[config.mk]
export PLATFORM = sky130hd
export DESIGN_NAME = cpr_top
export DESIGN_NICKNAME = d
export VERILOG_FILES = /design/src/verilog/cpr_pkg.sv /design/src/verilog/cpr_addr_map.sv /design/src/verilog/cpr_coll_track.sv /design/src/verilog/cpr_top.sv
export SDC_FILE = /design/constraint.sdc
export NUM_CORES = 1
export LEC_CHECK = 0
export CORE_MARGIN = 10
export CORE_UTILIZATION = 50
export DETAILED_ROUTE_END_ITERATION = 10
export DONT_BUFFER_PORTS = 1
export PLACE_DENSITY = 0.66
export SLEW_MARGIN = 20
export SYNTH_ARGS = -nofsm -noshare
export SYNTH_HDL_FRONTEND = slang
export SYNTH_HIERARCHICAL = 1
export SYNTH_SLANG_ARGS = --single-unit
[constraint.sdc]
create_clock -name I_CLK -period 3.6 [get_ports I_CLK]
set_clock_uncertainty 0.05 [all_clocks]
set_input_delay 0.72 -clock I_CLK [delete_from_list [all_inputs] [get_ports I_CLK]]
set_output_delay 0.72 -clock I_CLK [all_outputs]
set_load 0.01 [all_outputs]
[src/verilog/cpr_pkg.sv]
// constants and field layout of the collision and page register slice
//
// Overview of operation
// keep bit 0 clears every received bit after a collision; 1 keeps them
// host clears keep bit only for bitwise anticollision at 106 kbit
// invalid flag set when no collision or position beyond index range
// 5-bit index records first collision, counting data bits only
// index is one-based; 01h first bit, 08h eighth, 00h thirty-second
// host uses index only in 106 kbit modes and when flag is 0
// collision register resets to 101XXXXXb
// bank override on: address bits A5 and A4 come from bank number
// bank override on: low address bits come from pins or latch
// bank override off: whole address from internal latch
// bank number selects page only while override enabled
// page-select register resets to all zeros
// reserved bits read 0; index and flag read-only, keep bit writable
// index and flag update at end of each reception
package cpr_pkg;
	// register indices are word numbers; each byte address is four times its index
	localparam logic [9:0] CPR_IDX_COLL = 10'h00e;
	localparam logic [9:0] CPR_IDX_PAGE = 10'h010;
	localparam logic [9:0] CPR_IDX_IRQ_STAT = 10'h020;
	localparam logic [9:0] CPR_IDX_IRQ_MASK = 10'h021;
	localparam logic [9:0] CPR_IDX_ADDR_CTL = 10'h022;
	localparam logic [9:0] CPR_IDX_ADDR_STAT = 10'h023;
	localparam logic [11:0] CPR_OFS_COLL = {CPR_IDX_COLL, 2'b00};
	localparam logic [11:0] CPR_OFS_PAGE = {CPR_IDX_PAGE, 2'b00};
	localparam logic [11:0] CPR_OFS_IRQ_STAT = {CPR_IDX_IRQ_STAT, 2'b00};
	localparam logic [11:0] CPR_OFS_IRQ_MASK = {CPR_IDX_IRQ_MASK, 2'b00};
	localparam logic [11:0] CPR_OFS_ADDR_CTL = {CPR_IDX_ADDR_CTL, 2'b00};
	localparam logic [11:0] CPR_OFS_ADDR_STAT = {CPR_IDX_ADDR_STAT, 2'b00};
	localparam int CPR_KEEP_BIT = 7;
	localparam int CPR_INVALID_BIT = 5;
	localparam int CPR_OVR_BIT = 7;
	localparam logic [7:0] CPR_COLL_RST = 8'ha0;
	localparam logic [7:0] CPR_PAGE_RST = 8'h00;
	localparam int CPR_IDX_W = 5;
	localparam int CPR_ADDR_W = 6;
	localparam int CPR_NUM_IRQ = 2;
	localparam int CPR_IRQ_FRAME = 0;
	localparam int CPR_IRQ_COLL = 1;
	localparam logic [2:0] CPR_IRQ_RST = 3'h0;
endpackage

[src/verilog/cpr_addr_map.sv]
// register address former: bank number overrides upper address bits
`timescale 1ns/1ps
module cpr_addr_map
	import cpr_pkg::*;
(
	input wire logic override_en,
	input wire logic [1:0] bank,
	input wire logic use_pins,
	input wire logic [CPR_ADDR_W-1:0] pin_addr,
	input wire logic [CPR_ADDR_W-1:0] latch_addr,
	output logic [CPR_ADDR_W-1:0] reg_addr
);
	logic [3:0] low;

	always_comb begin
		low = use_pins ? pin_addr[3:0] : latch_addr[3:0];
		if (override_en) begin
			reg_addr = {bank, low};
		end else begin
			reg_addr = latch_addr;
		end
	end
endmodule

[src/verilog/cpr_coll_track.sv]
// first-collision tracker: counts data bits and latches the first collision
`timescale 1ns/1ps
module cpr_coll_track
	import cpr_pkg::*;
#(
	parameter int MAX_POS = 32
) (
	input wire logic clk,
	input wire logic rstn,
	input wire logic frame_start,
	input wire logic data_bit,
	input wire logic data_val,
	input wire logic coll,
	input wire logic frame_end,
	input wire logic keep_after,
	output logic [CPR_IDX_W-1:0] idx_q,
	output logic invalid_q,
	output logic bit_out,
	output logic bit_out_val,
	output logic coll_seen
);
	if (MAX_POS != 32) begin : g_bad_pos
		$error("index field holds exactly 32 positions");
	end

	logic [6:0] cnt_q;
	logic hit_q;
	logic [6:0] hit_pos_q;
	logic [6:0] cnt_inc;
	logic first_coll;

	assign cnt_inc = cnt_q + 7'h01;
	assign first_coll = data_val && coll && !hit_q;
	assign coll_seen = hit_q;

	// only data bits arrive with data_val; framing and parity never strobe it
	always_ff @(posedge clk or negedge rstn) begin
		if (!rstn) begin
			cnt_q <= 7'h00;
		end else if (frame_start) begin
			cnt_q <= 7'h00;
		end else if (data_val && cnt_q != 7'h7f) begin
			cnt_q <= cnt_inc;
		end
	end

	always_ff @(posedge clk or negedge rstn) begin
		if (!rstn) begin
			hit_q <= 1'b0;
			hit_pos_q <= 7'h00;
		end else if (frame_start) begin
			hit_q <= 1'b0;
		end else if (first_coll) begin
			hit_q <= 1'b1;
			// past the counter's end the position must read invalid, not wrap to bit 32
			hit_pos_q <= (cnt_q == 7'h7f) ? 7'h7f : cnt_inc;
		end
	end

	// position 32 wraps to 00h naturally by truncation to five bits
	always_ff @(posedge clk or negedge rstn) begin
		if (!rstn) begin
			idx_q <= 5'h00;
			invalid_q <= 1'b1;
		end else if (frame_end) begin
			idx_q <= hit_pos_q[CPR_IDX_W-1:0];
			invalid_q <= !hit_q || hit_pos_q > 7'd32;
		end
	end

	// collided bit itself and everything after it is zeroed unless kept
	always_ff @(posedge clk or negedge rstn) begin
		if (!rstn) begin
			bit_out <= 1'b0;
			bit_out_val <= 1'b0;
		end else begin
			bit_out_val <= data_val;
			bit_out <= data_bit && (keep_after || !(hit_q || first_coll));
		end
	end
endmodule

[src/verilog/cpr_top.sv]
// apb register slice: first-collision status, bank choice and interrupts
`timescale 1ns/1ps
module cpr_top
	import cpr_pkg::*;
(
	input wire logic I_CLK,
	input wire logic I_RSTN,
	input wire logic I_PSEL,
	input wire logic I_PENABLE,
	input wire logic I_PWRITE,
	input wire logic [11:0] I_PADDR,
	input wire logic [31:0] I_PWDATA,
	input wire logic [3:0] I_PSTRB,
	output logic [31:0] O_PRDATA,
	output logic O_PREADY,
	output logic O_PSLVERR,
	input wire logic I_RX_FRAME_START,
	input wire logic I_RX_BIT,
	input wire logic I_RX_BIT_VALID,
	input wire logic I_RX_COLLISION,
	input wire logic I_RX_FRAME_END,
	output logic O_RX_BIT,
	output logic O_RX_BIT_VALID,
	input wire logic [CPR_ADDR_W-1:0] I_HOST_PIN_ADDR,
	input wire logic [CPR_ADDR_W-1:0] I_HOST_LATCH_ADDR,
	output logic [CPR_ADDR_W-1:0] O_REG_ADDR,
	output logic O_IRQ
);
	logic keep_q;
	logic ovr_q;
	logic [1:0] bank_q;
	logic use_pins_q;
	logic [CPR_NUM_IRQ-1:0] irq_stat_q;
	logic [CPR_NUM_IRQ-1:0] irq_mask_q;
	logic [CPR_IDX_W-1:0] idx;
	logic invalid;
	logic coll_seen;
	logic wr;
	logic rd;
	logic lane0;
	logic mapped;
	logic [31:0] rdata_d;
	logic [CPR_NUM_IRQ-1:0] irq_evt;
	logic [CPR_NUM_IRQ-1:0] irq_clr;

	// single-cycle answer: the access phase always completes at once
	assign O_PREADY = 1'b1;
	assign wr = I_PSEL && I_PENABLE && I_PWRITE;
	assign rd = I_PSEL && I_PENABLE && !I_PWRITE;
	assign lane0 = I_PSTRB[0];

	always_comb begin
		mapped = 1'b1;
		case (I_PADDR)
			CPR_OFS_COLL: rdata_d = {24'h0, keep_q, 1'b0, invalid, idx};
			CPR_OFS_PAGE: rdata_d = {24'h0, ovr_q, 5'h00, bank_q};
			CPR_OFS_IRQ_STAT: rdata_d = {30'h0, irq_stat_q};
			CPR_OFS_IRQ_MASK: rdata_d = {30'h0, irq_mask_q};
			CPR_OFS_ADDR_CTL: rdata_d = {31'h0, use_pins_q};
			CPR_OFS_ADDR_STAT: rdata_d = {26'h0, O_REG_ADDR};
			default: begin
				rdata_d = 32'h0;
				mapped = 1'b0;
			end
		endcase
	end

	// unmapped addresses answer with an error and read as zero
	assign O_PSLVERR = I_PSEL && I_PENABLE && !mapped;
	assign O_PRDATA = rd ? rdata_d : 32'h0;

	always_ff @(posedge I_CLK or negedge I_RSTN) begin
		if (!I_RSTN) begin
			keep_q <= CPR_COLL_RST[CPR_KEEP_BIT];
		end else if (wr && lane0 && I_PADDR == CPR_OFS_COLL) begin
			keep_q <= I_PWDATA[CPR_KEEP_BIT];
		end
	end

	always_ff @(posedge I_CLK or negedge I_RSTN) begin
		if (!I_RSTN) begin
			ovr_q <= CPR_PAGE_RST[CPR_OVR_BIT];
			bank_q <= CPR_PAGE_RST[1:0];
		end else if (wr && lane0 && I_PADDR == CPR_OFS_PAGE) begin
			ovr_q <= I_PWDATA[CPR_OVR_BIT];
			bank_q <= I_PWDATA[1:0];
		end
	end

	always_ff @(posedge I_CLK or negedge I_RSTN) begin
		if (!I_RSTN) begin
			use_pins_q <= 1'b0;
		end else if (wr && lane0 && I_PADDR == CPR_OFS_ADDR_CTL) begin
			use_pins_q <= I_PWDATA[0];
		end
	end

	always_ff @(posedge I_CLK or negedge I_RSTN) begin
		if (!I_RSTN) begin
			irq_mask_q <= CPR_IRQ_RST[CPR_NUM_IRQ-1:0];
		end else if (wr && lane0 && I_PADDR == CPR_OFS_IRQ_MASK) begin
			irq_mask_q <= I_PWDATA[CPR_NUM_IRQ-1:0];
		end
	end

	assign irq_clr = (wr && lane0 && I_PADDR == CPR_OFS_IRQ_STAT) ?
		I_PWDATA[CPR_NUM_IRQ-1:0] : '0;
	assign irq_evt[CPR_IRQ_FRAME] = I_RX_FRAME_END;
	assign irq_evt[CPR_IRQ_COLL] = I_RX_FRAME_END && coll_seen;

	// a new event beats a simultaneous write-one clear
	genvar g;
	generate
		for (g = 0; g < CPR_NUM_IRQ; g++) begin : g_irq
			always_ff @(posedge I_CLK or negedge I_RSTN) begin
				if (!I_RSTN) begin
					irq_stat_q[g] <= 1'b0;
				end else if (irq_evt[g]) begin
					irq_stat_q[g] <= 1'b1;
				end else if (irq_clr[g]) begin
					irq_stat_q[g] <= 1'b0;
				end
			end
		end
	endgenerate

	always_ff @(posedge I_CLK or negedge I_RSTN) begin
		if (!I_RSTN) begin
			O_IRQ <= 1'b0;
		end else begin
			O_IRQ <= |(irq_stat_q & irq_mask_q);
		end
	end

	// receive strobes come from same-clock logic, so no synchroniser
	cpr_coll_track #(
		.MAX_POS(32)
	) u_track (
		.clk(I_CLK),
		.rstn(I_RSTN),
		.frame_start(I_RX_FRAME_START),
		.data_bit(I_RX_BIT),
		.data_val(I_RX_BIT_VALID),
		.coll(I_RX_COLLISION),
		.frame_end(I_RX_FRAME_END),
		.keep_after(keep_q),
		.idx_q(idx),
		.invalid_q(invalid),
		.bit_out(O_RX_BIT),
		.bit_out_val(O_RX_BIT_VALID),
		.coll_seen(coll_seen)
	);

	cpr_addr_map u_map (
		.override_en(ovr_q),
		.bank(bank_q),
		.use_pins(use_pins_q),
		.pin_addr(I_HOST_PIN_ADDR),
		.latch_addr(I_HOST_LATCH_ADDR),
		.reg_addr(O_REG_ADDR)
	);
endmodule
Word level (Yosys, flattened, before mapping). Index checks and enable logic that the tools add are counted.

Register bits after elaboration: 33. Input port bits: 70. Output and inout port bits: 43. Logic and storage cells: 71.

$add $sub $neg: 1. $lt $le $gt $ge: 1. Equality and inequality tests: 8. Multiplexer cells: 15. Bitwise logic cells: 2. Reductions and logical operators: 29.

Operators with widths (number): $eq A12 B8 Y1 const B (4); $pmux W8 S6 (1); $mux W32 (1); $mux W7 (3); $logic_and A1 B1 Y1 (15); $eq A12 B6 Y1 const B (1); $eq A12 B7 Y1 const B (1); $reduce_bool A2 Y1 (4); $add A7 B1 Y7 const B (1); $eq A7 B7 Y1 const B (1); $gt A7 B6 Y1 const B (1); $mux W1 (7); $ne A7 B7 Y1 const B (1); $mux W6 (1); $reduce_or A6 Y1 (1); $logic_not A1 Y1 (4); $mux W4 (1); $logic_or A1 B1 Y1 (3); $and A2 B2 Y2 (1); $mux W2 (1); $reduce_and A2 Y1 (1); $reduce_or A2 Y1 (1); $not A1 Y1 (1).

Logic depth before layout (Yosys ltp).
Depth in word-level cells: 7. Depth in mapped cells: 6. Gate-level depth less buffers: 6.

Hierarchy. The synthesis kept the hierarchy.

By module, submodules not included: cpr_coll_track (instances 1, cells an instance 92, area an instance 1048.5 um2, seq. area each 576.8 um2); cpr_top (instances 1, cells an instance 104, area an instance 967.2 um2, seq. area each 251.5 um2); cpr_addr_map (instances 1, cells an instance 7, area an instance 88.8 um2, seq. area each 0.0 um2).

Worst setup path before layout. OpenSTA, ideal clock, no wires.

Path type: input to output. Start: input I_PADDR[1]. End: output O_PRDATA[7]. Arrival time: 2.330 ns. Data required time: 2.830 ns. Path slack: 0.500 ns. Stages: 4. Buffers on the path: 0. Cell sequence: or4_4 > or2_4 > or4_4 > a211oi_2.

Cells in the longest elaborated chain, start to end: 3. Elaborated cells on any way between the ends: 8. Those cells by class: 6 x eq/ne; 2 x mux.

Ends and longest elaborated chain: start: declaration (line cpr_top.sv:11) `input wire logic [11:0] I_PADDR,`; $eq A12 B8 Y1 (tied with other cells) (line cpr_top.sv:54) `case (I_PADDR)`; $pmux W8 S6 (*) (line cpr_top.sv:54); $mux W32 (*) (line cpr_top.sv:70) `assign O_PRDATA = rd ? rdata_d : 32'h0;`; end: declaration (line cpr_top.sv:14) `output logic [31:0] O_PRDATA,`.

Every way passes the cells marked *; elsewhere a longest branch is shown, timed or not.

Worst setup path after layout. Same ends and word-level chain as after synthesis.

==> metrics.txt <==
share of power burned in registers 0.531; vias in the first global route 1543; # setup viols final 0; Remaining Overflow, GRT 0; RSZ-0062 raised after global routing no; die area 7200 um2; maximum VDD drop ~0.28 mV; share of cells above drive strength 1 0.196; Slew @ Worst Pin 0.665 ns; WL/cell 19.4 um; MaxCap Viol Count 0; Yosys warning total 6; Setup crit start kind primary input; initial antenna violation count 0; Core Region 4030 um2; Die Ht 84.9 um; final net count 274; CP Class in2out; Longest Clk Path Bufs 2; Mapped Avg Cell Area 10.4 um2; predominant post-synthesis flop cell dfrtp_1; setup slack, reg-to-reg 1.99 ns; CTS resizes 0; setup tns final 0 ns; Setup crit end kind primary output; most common cell after layout, fill and taps aside dfrtp_1; Iter 0 DRT Violations 35; period utilisation layout 0.888; library cells used by synthesis 58; Tot GR Track Use 0.137; global-route wire length before repair ~8000 um; largest net degree at the start of global routing 34; top-area cell type share of the netlist area 0.369; P_int roughly 620 uW; DP HPWL 4090 um; CP arrival 2.43 ns; ranking of synthesized cells by area dfrtp_1 37%, buf_4 9.6%, mux2_1 4.3%; n_diodes 0; post-CTS setup buffers 0; drc violations 0; fillers 385; H-tree lvl count 2; Slew Limit Fails 0; reg2reg path depth 5; post-route minimum period 3.20 ns; P_sw 193 uW; sequential fraction of the synthesis area 0.394; clock root cell clkbuf_8; starting density of the core 0.522; CTS tree done; clock share of power 0.368; Vias/cell 5.73; Post-CTS Hold Buffers 0; EDFF count, synth 0; leakage power 0.901 nW; Comb pwr share 0.102; Async SR Flop Fraction 1.00; final core utilization 0.528; synthesis-to-layout area growth 1.07%; Final Hold Fails 0; Hold Path Class in2async; drt pass-1 iters 4; IO Port Bufs 0; reg2reg end u_track/hit_pos_q[6]; required time worst endpoint 2.83 ns; Mapped Area 2100 um2; CTS sink cnt 33; Synth area leader dfrtp_1; antenna-violating nets left 0; R2R Path Start u_track/cnt_q[0]; IO Count 113; Reg clk slew, reported paths around 0.07 ns; DRT Wirelength 4920 um; Max transition margin 0.553; Num CTS Buffers 5; f_max 0.313 GHz; Crit. Startpoint I_PADDR[1]; power per cell area around 380 nW/um2; Synth Instances a little over 200; Die Wd 84.9 um; crit path max fanout 5; routability cong. roughly 0.9; commonest cells after routing, fill and taps aside 31 x dfrtp_1, 26 x conb_1, 19 x nor2_1; status finished clean; Switching Share 0.238; DR vias 1456; Synth Register Bits 33; Worst-Skew Late Latency 0.28 ns; row count 23
==> per-layer routing <==
layer / global-route usage / wire [um] / vias to the layer above
met5: 0 / 0 / -
met4: 0.0584 / 112 / 0
met3: 0.0727 / 600 / 12
met2: 0.230 / 2340 / 72
met1: 0.141 / 1870 / 687
li1: - / - / 685
==> layout make-up <==
class,instances,area (um2),area share
Clock buffer,7,96.3,0.0453
Sequential cell,33,828,0.389
Multi-Input combinational cell,157,1100,0.519
Clock inverter,1,5.00,0.00235
Inverter,4,15.0,0.00706
Timing Repair Buffer,2,15.0,0.00706
Tap cell,50,62.6,0.0294
==> power groups by stage <==
stage                     combinational (mW)  sequential [mW]  clock [mW]
after global routing                  0.0928            0.434       0.328
after CTS                             0.0813            0.430       0.309
after detailed placement              0.0806            0.437           0
after floorplan                        0.101            0.427           0
after global placement                0.0786            0.435           0
final                                 0.0823            0.430       0.298
==> how the worst max path moves through the flow <==
stage                   to  slack (ns)  depth (start not counted)
6_report       O_PRDATA[7]        0.40                          4
5_1_grt        O_PRDATA[7]        0.37                          4
4_1_cts        O_PRDATA[7]        0.40                          4
3_5_place_dp   O_PRDATA[7]        0.41                          4
3_3_place_gp   O_PRDATA[7]        0.41                          4
2_1_floorplan  O_PRDATA[7]        0.50                          4
==> worst max-delay path: stages <==
cell      delay (ns)
or4_4           0.56
or2_4           0.31
or4_4           0.48
a211oi_2        0.35
==> synthesized netlist by cell type, types with 2 or more instances <==
master and count:
mux2_1 8, nand2_1 8, a22o_1 3, a21oi_1 7, dfstp_2 2, nor2_1 19, o21ai_1 2, nand4_1 2
conb_1 2, inv_1 4, or3_1 2, and3_1 3, nor3_1 3, a21o_1 2, nor4_2 2, a31oi_1 6
mux2_2 7, xnor2_1 4, or3b_1 2, nand3_1 6, a22oi_1 4, or4_4 2, mux2_4 4, o21ai_0 3
and3_4 2, xor2_1 3, buf_2 3, buf_4 27, o211ai_1 2, dfrtp_1 31
==> metrics by stage <==
stage               hold slack, ns  cell area, um2  power, mW  std cells  setup WS, ns
detailed placement           0.375            2030      0.518        246         0.410
global route                0.0566            2130      0.855        254         0.372
global placement             0.375            2030      0.514        246         0.408
CTS                         0.0608            2130      0.821        254         0.400
finish                      0.0726            2130      0.810        254         0.402
floorplan                    0.374            2190      0.528        227         0.500
==> state kept, by name, summed over array words and instances, names as in the netlist <==
register	count
u_track/invalid_q	1
irq_stat_q	2
u_track/coll_seen	1
irq_mask_q	2
u_track/bit_out	1
u_track/hit_pos_q	7
use_pins_q	1
u_track/idx_q	5
ovr_q	1
bank_q	2
O_IRQ	1
u_track/bit_out_val	1
u_track/cnt_q	7
keep_q	1
==> logic make-up after synthesis <==
kind of cell / share of synthesized area
DFF: 0.394
buffers and inverters: 0.124
and+or+nand+nor: 0.213
other: 0.00357
xor gates and xnor gates: 0.0291
AOI/OAI and AO/OA: 0.111
adders and majority gates: 0.00594
muxes: 0.120
Note: power is estimated with default switching activity, not from simulation.
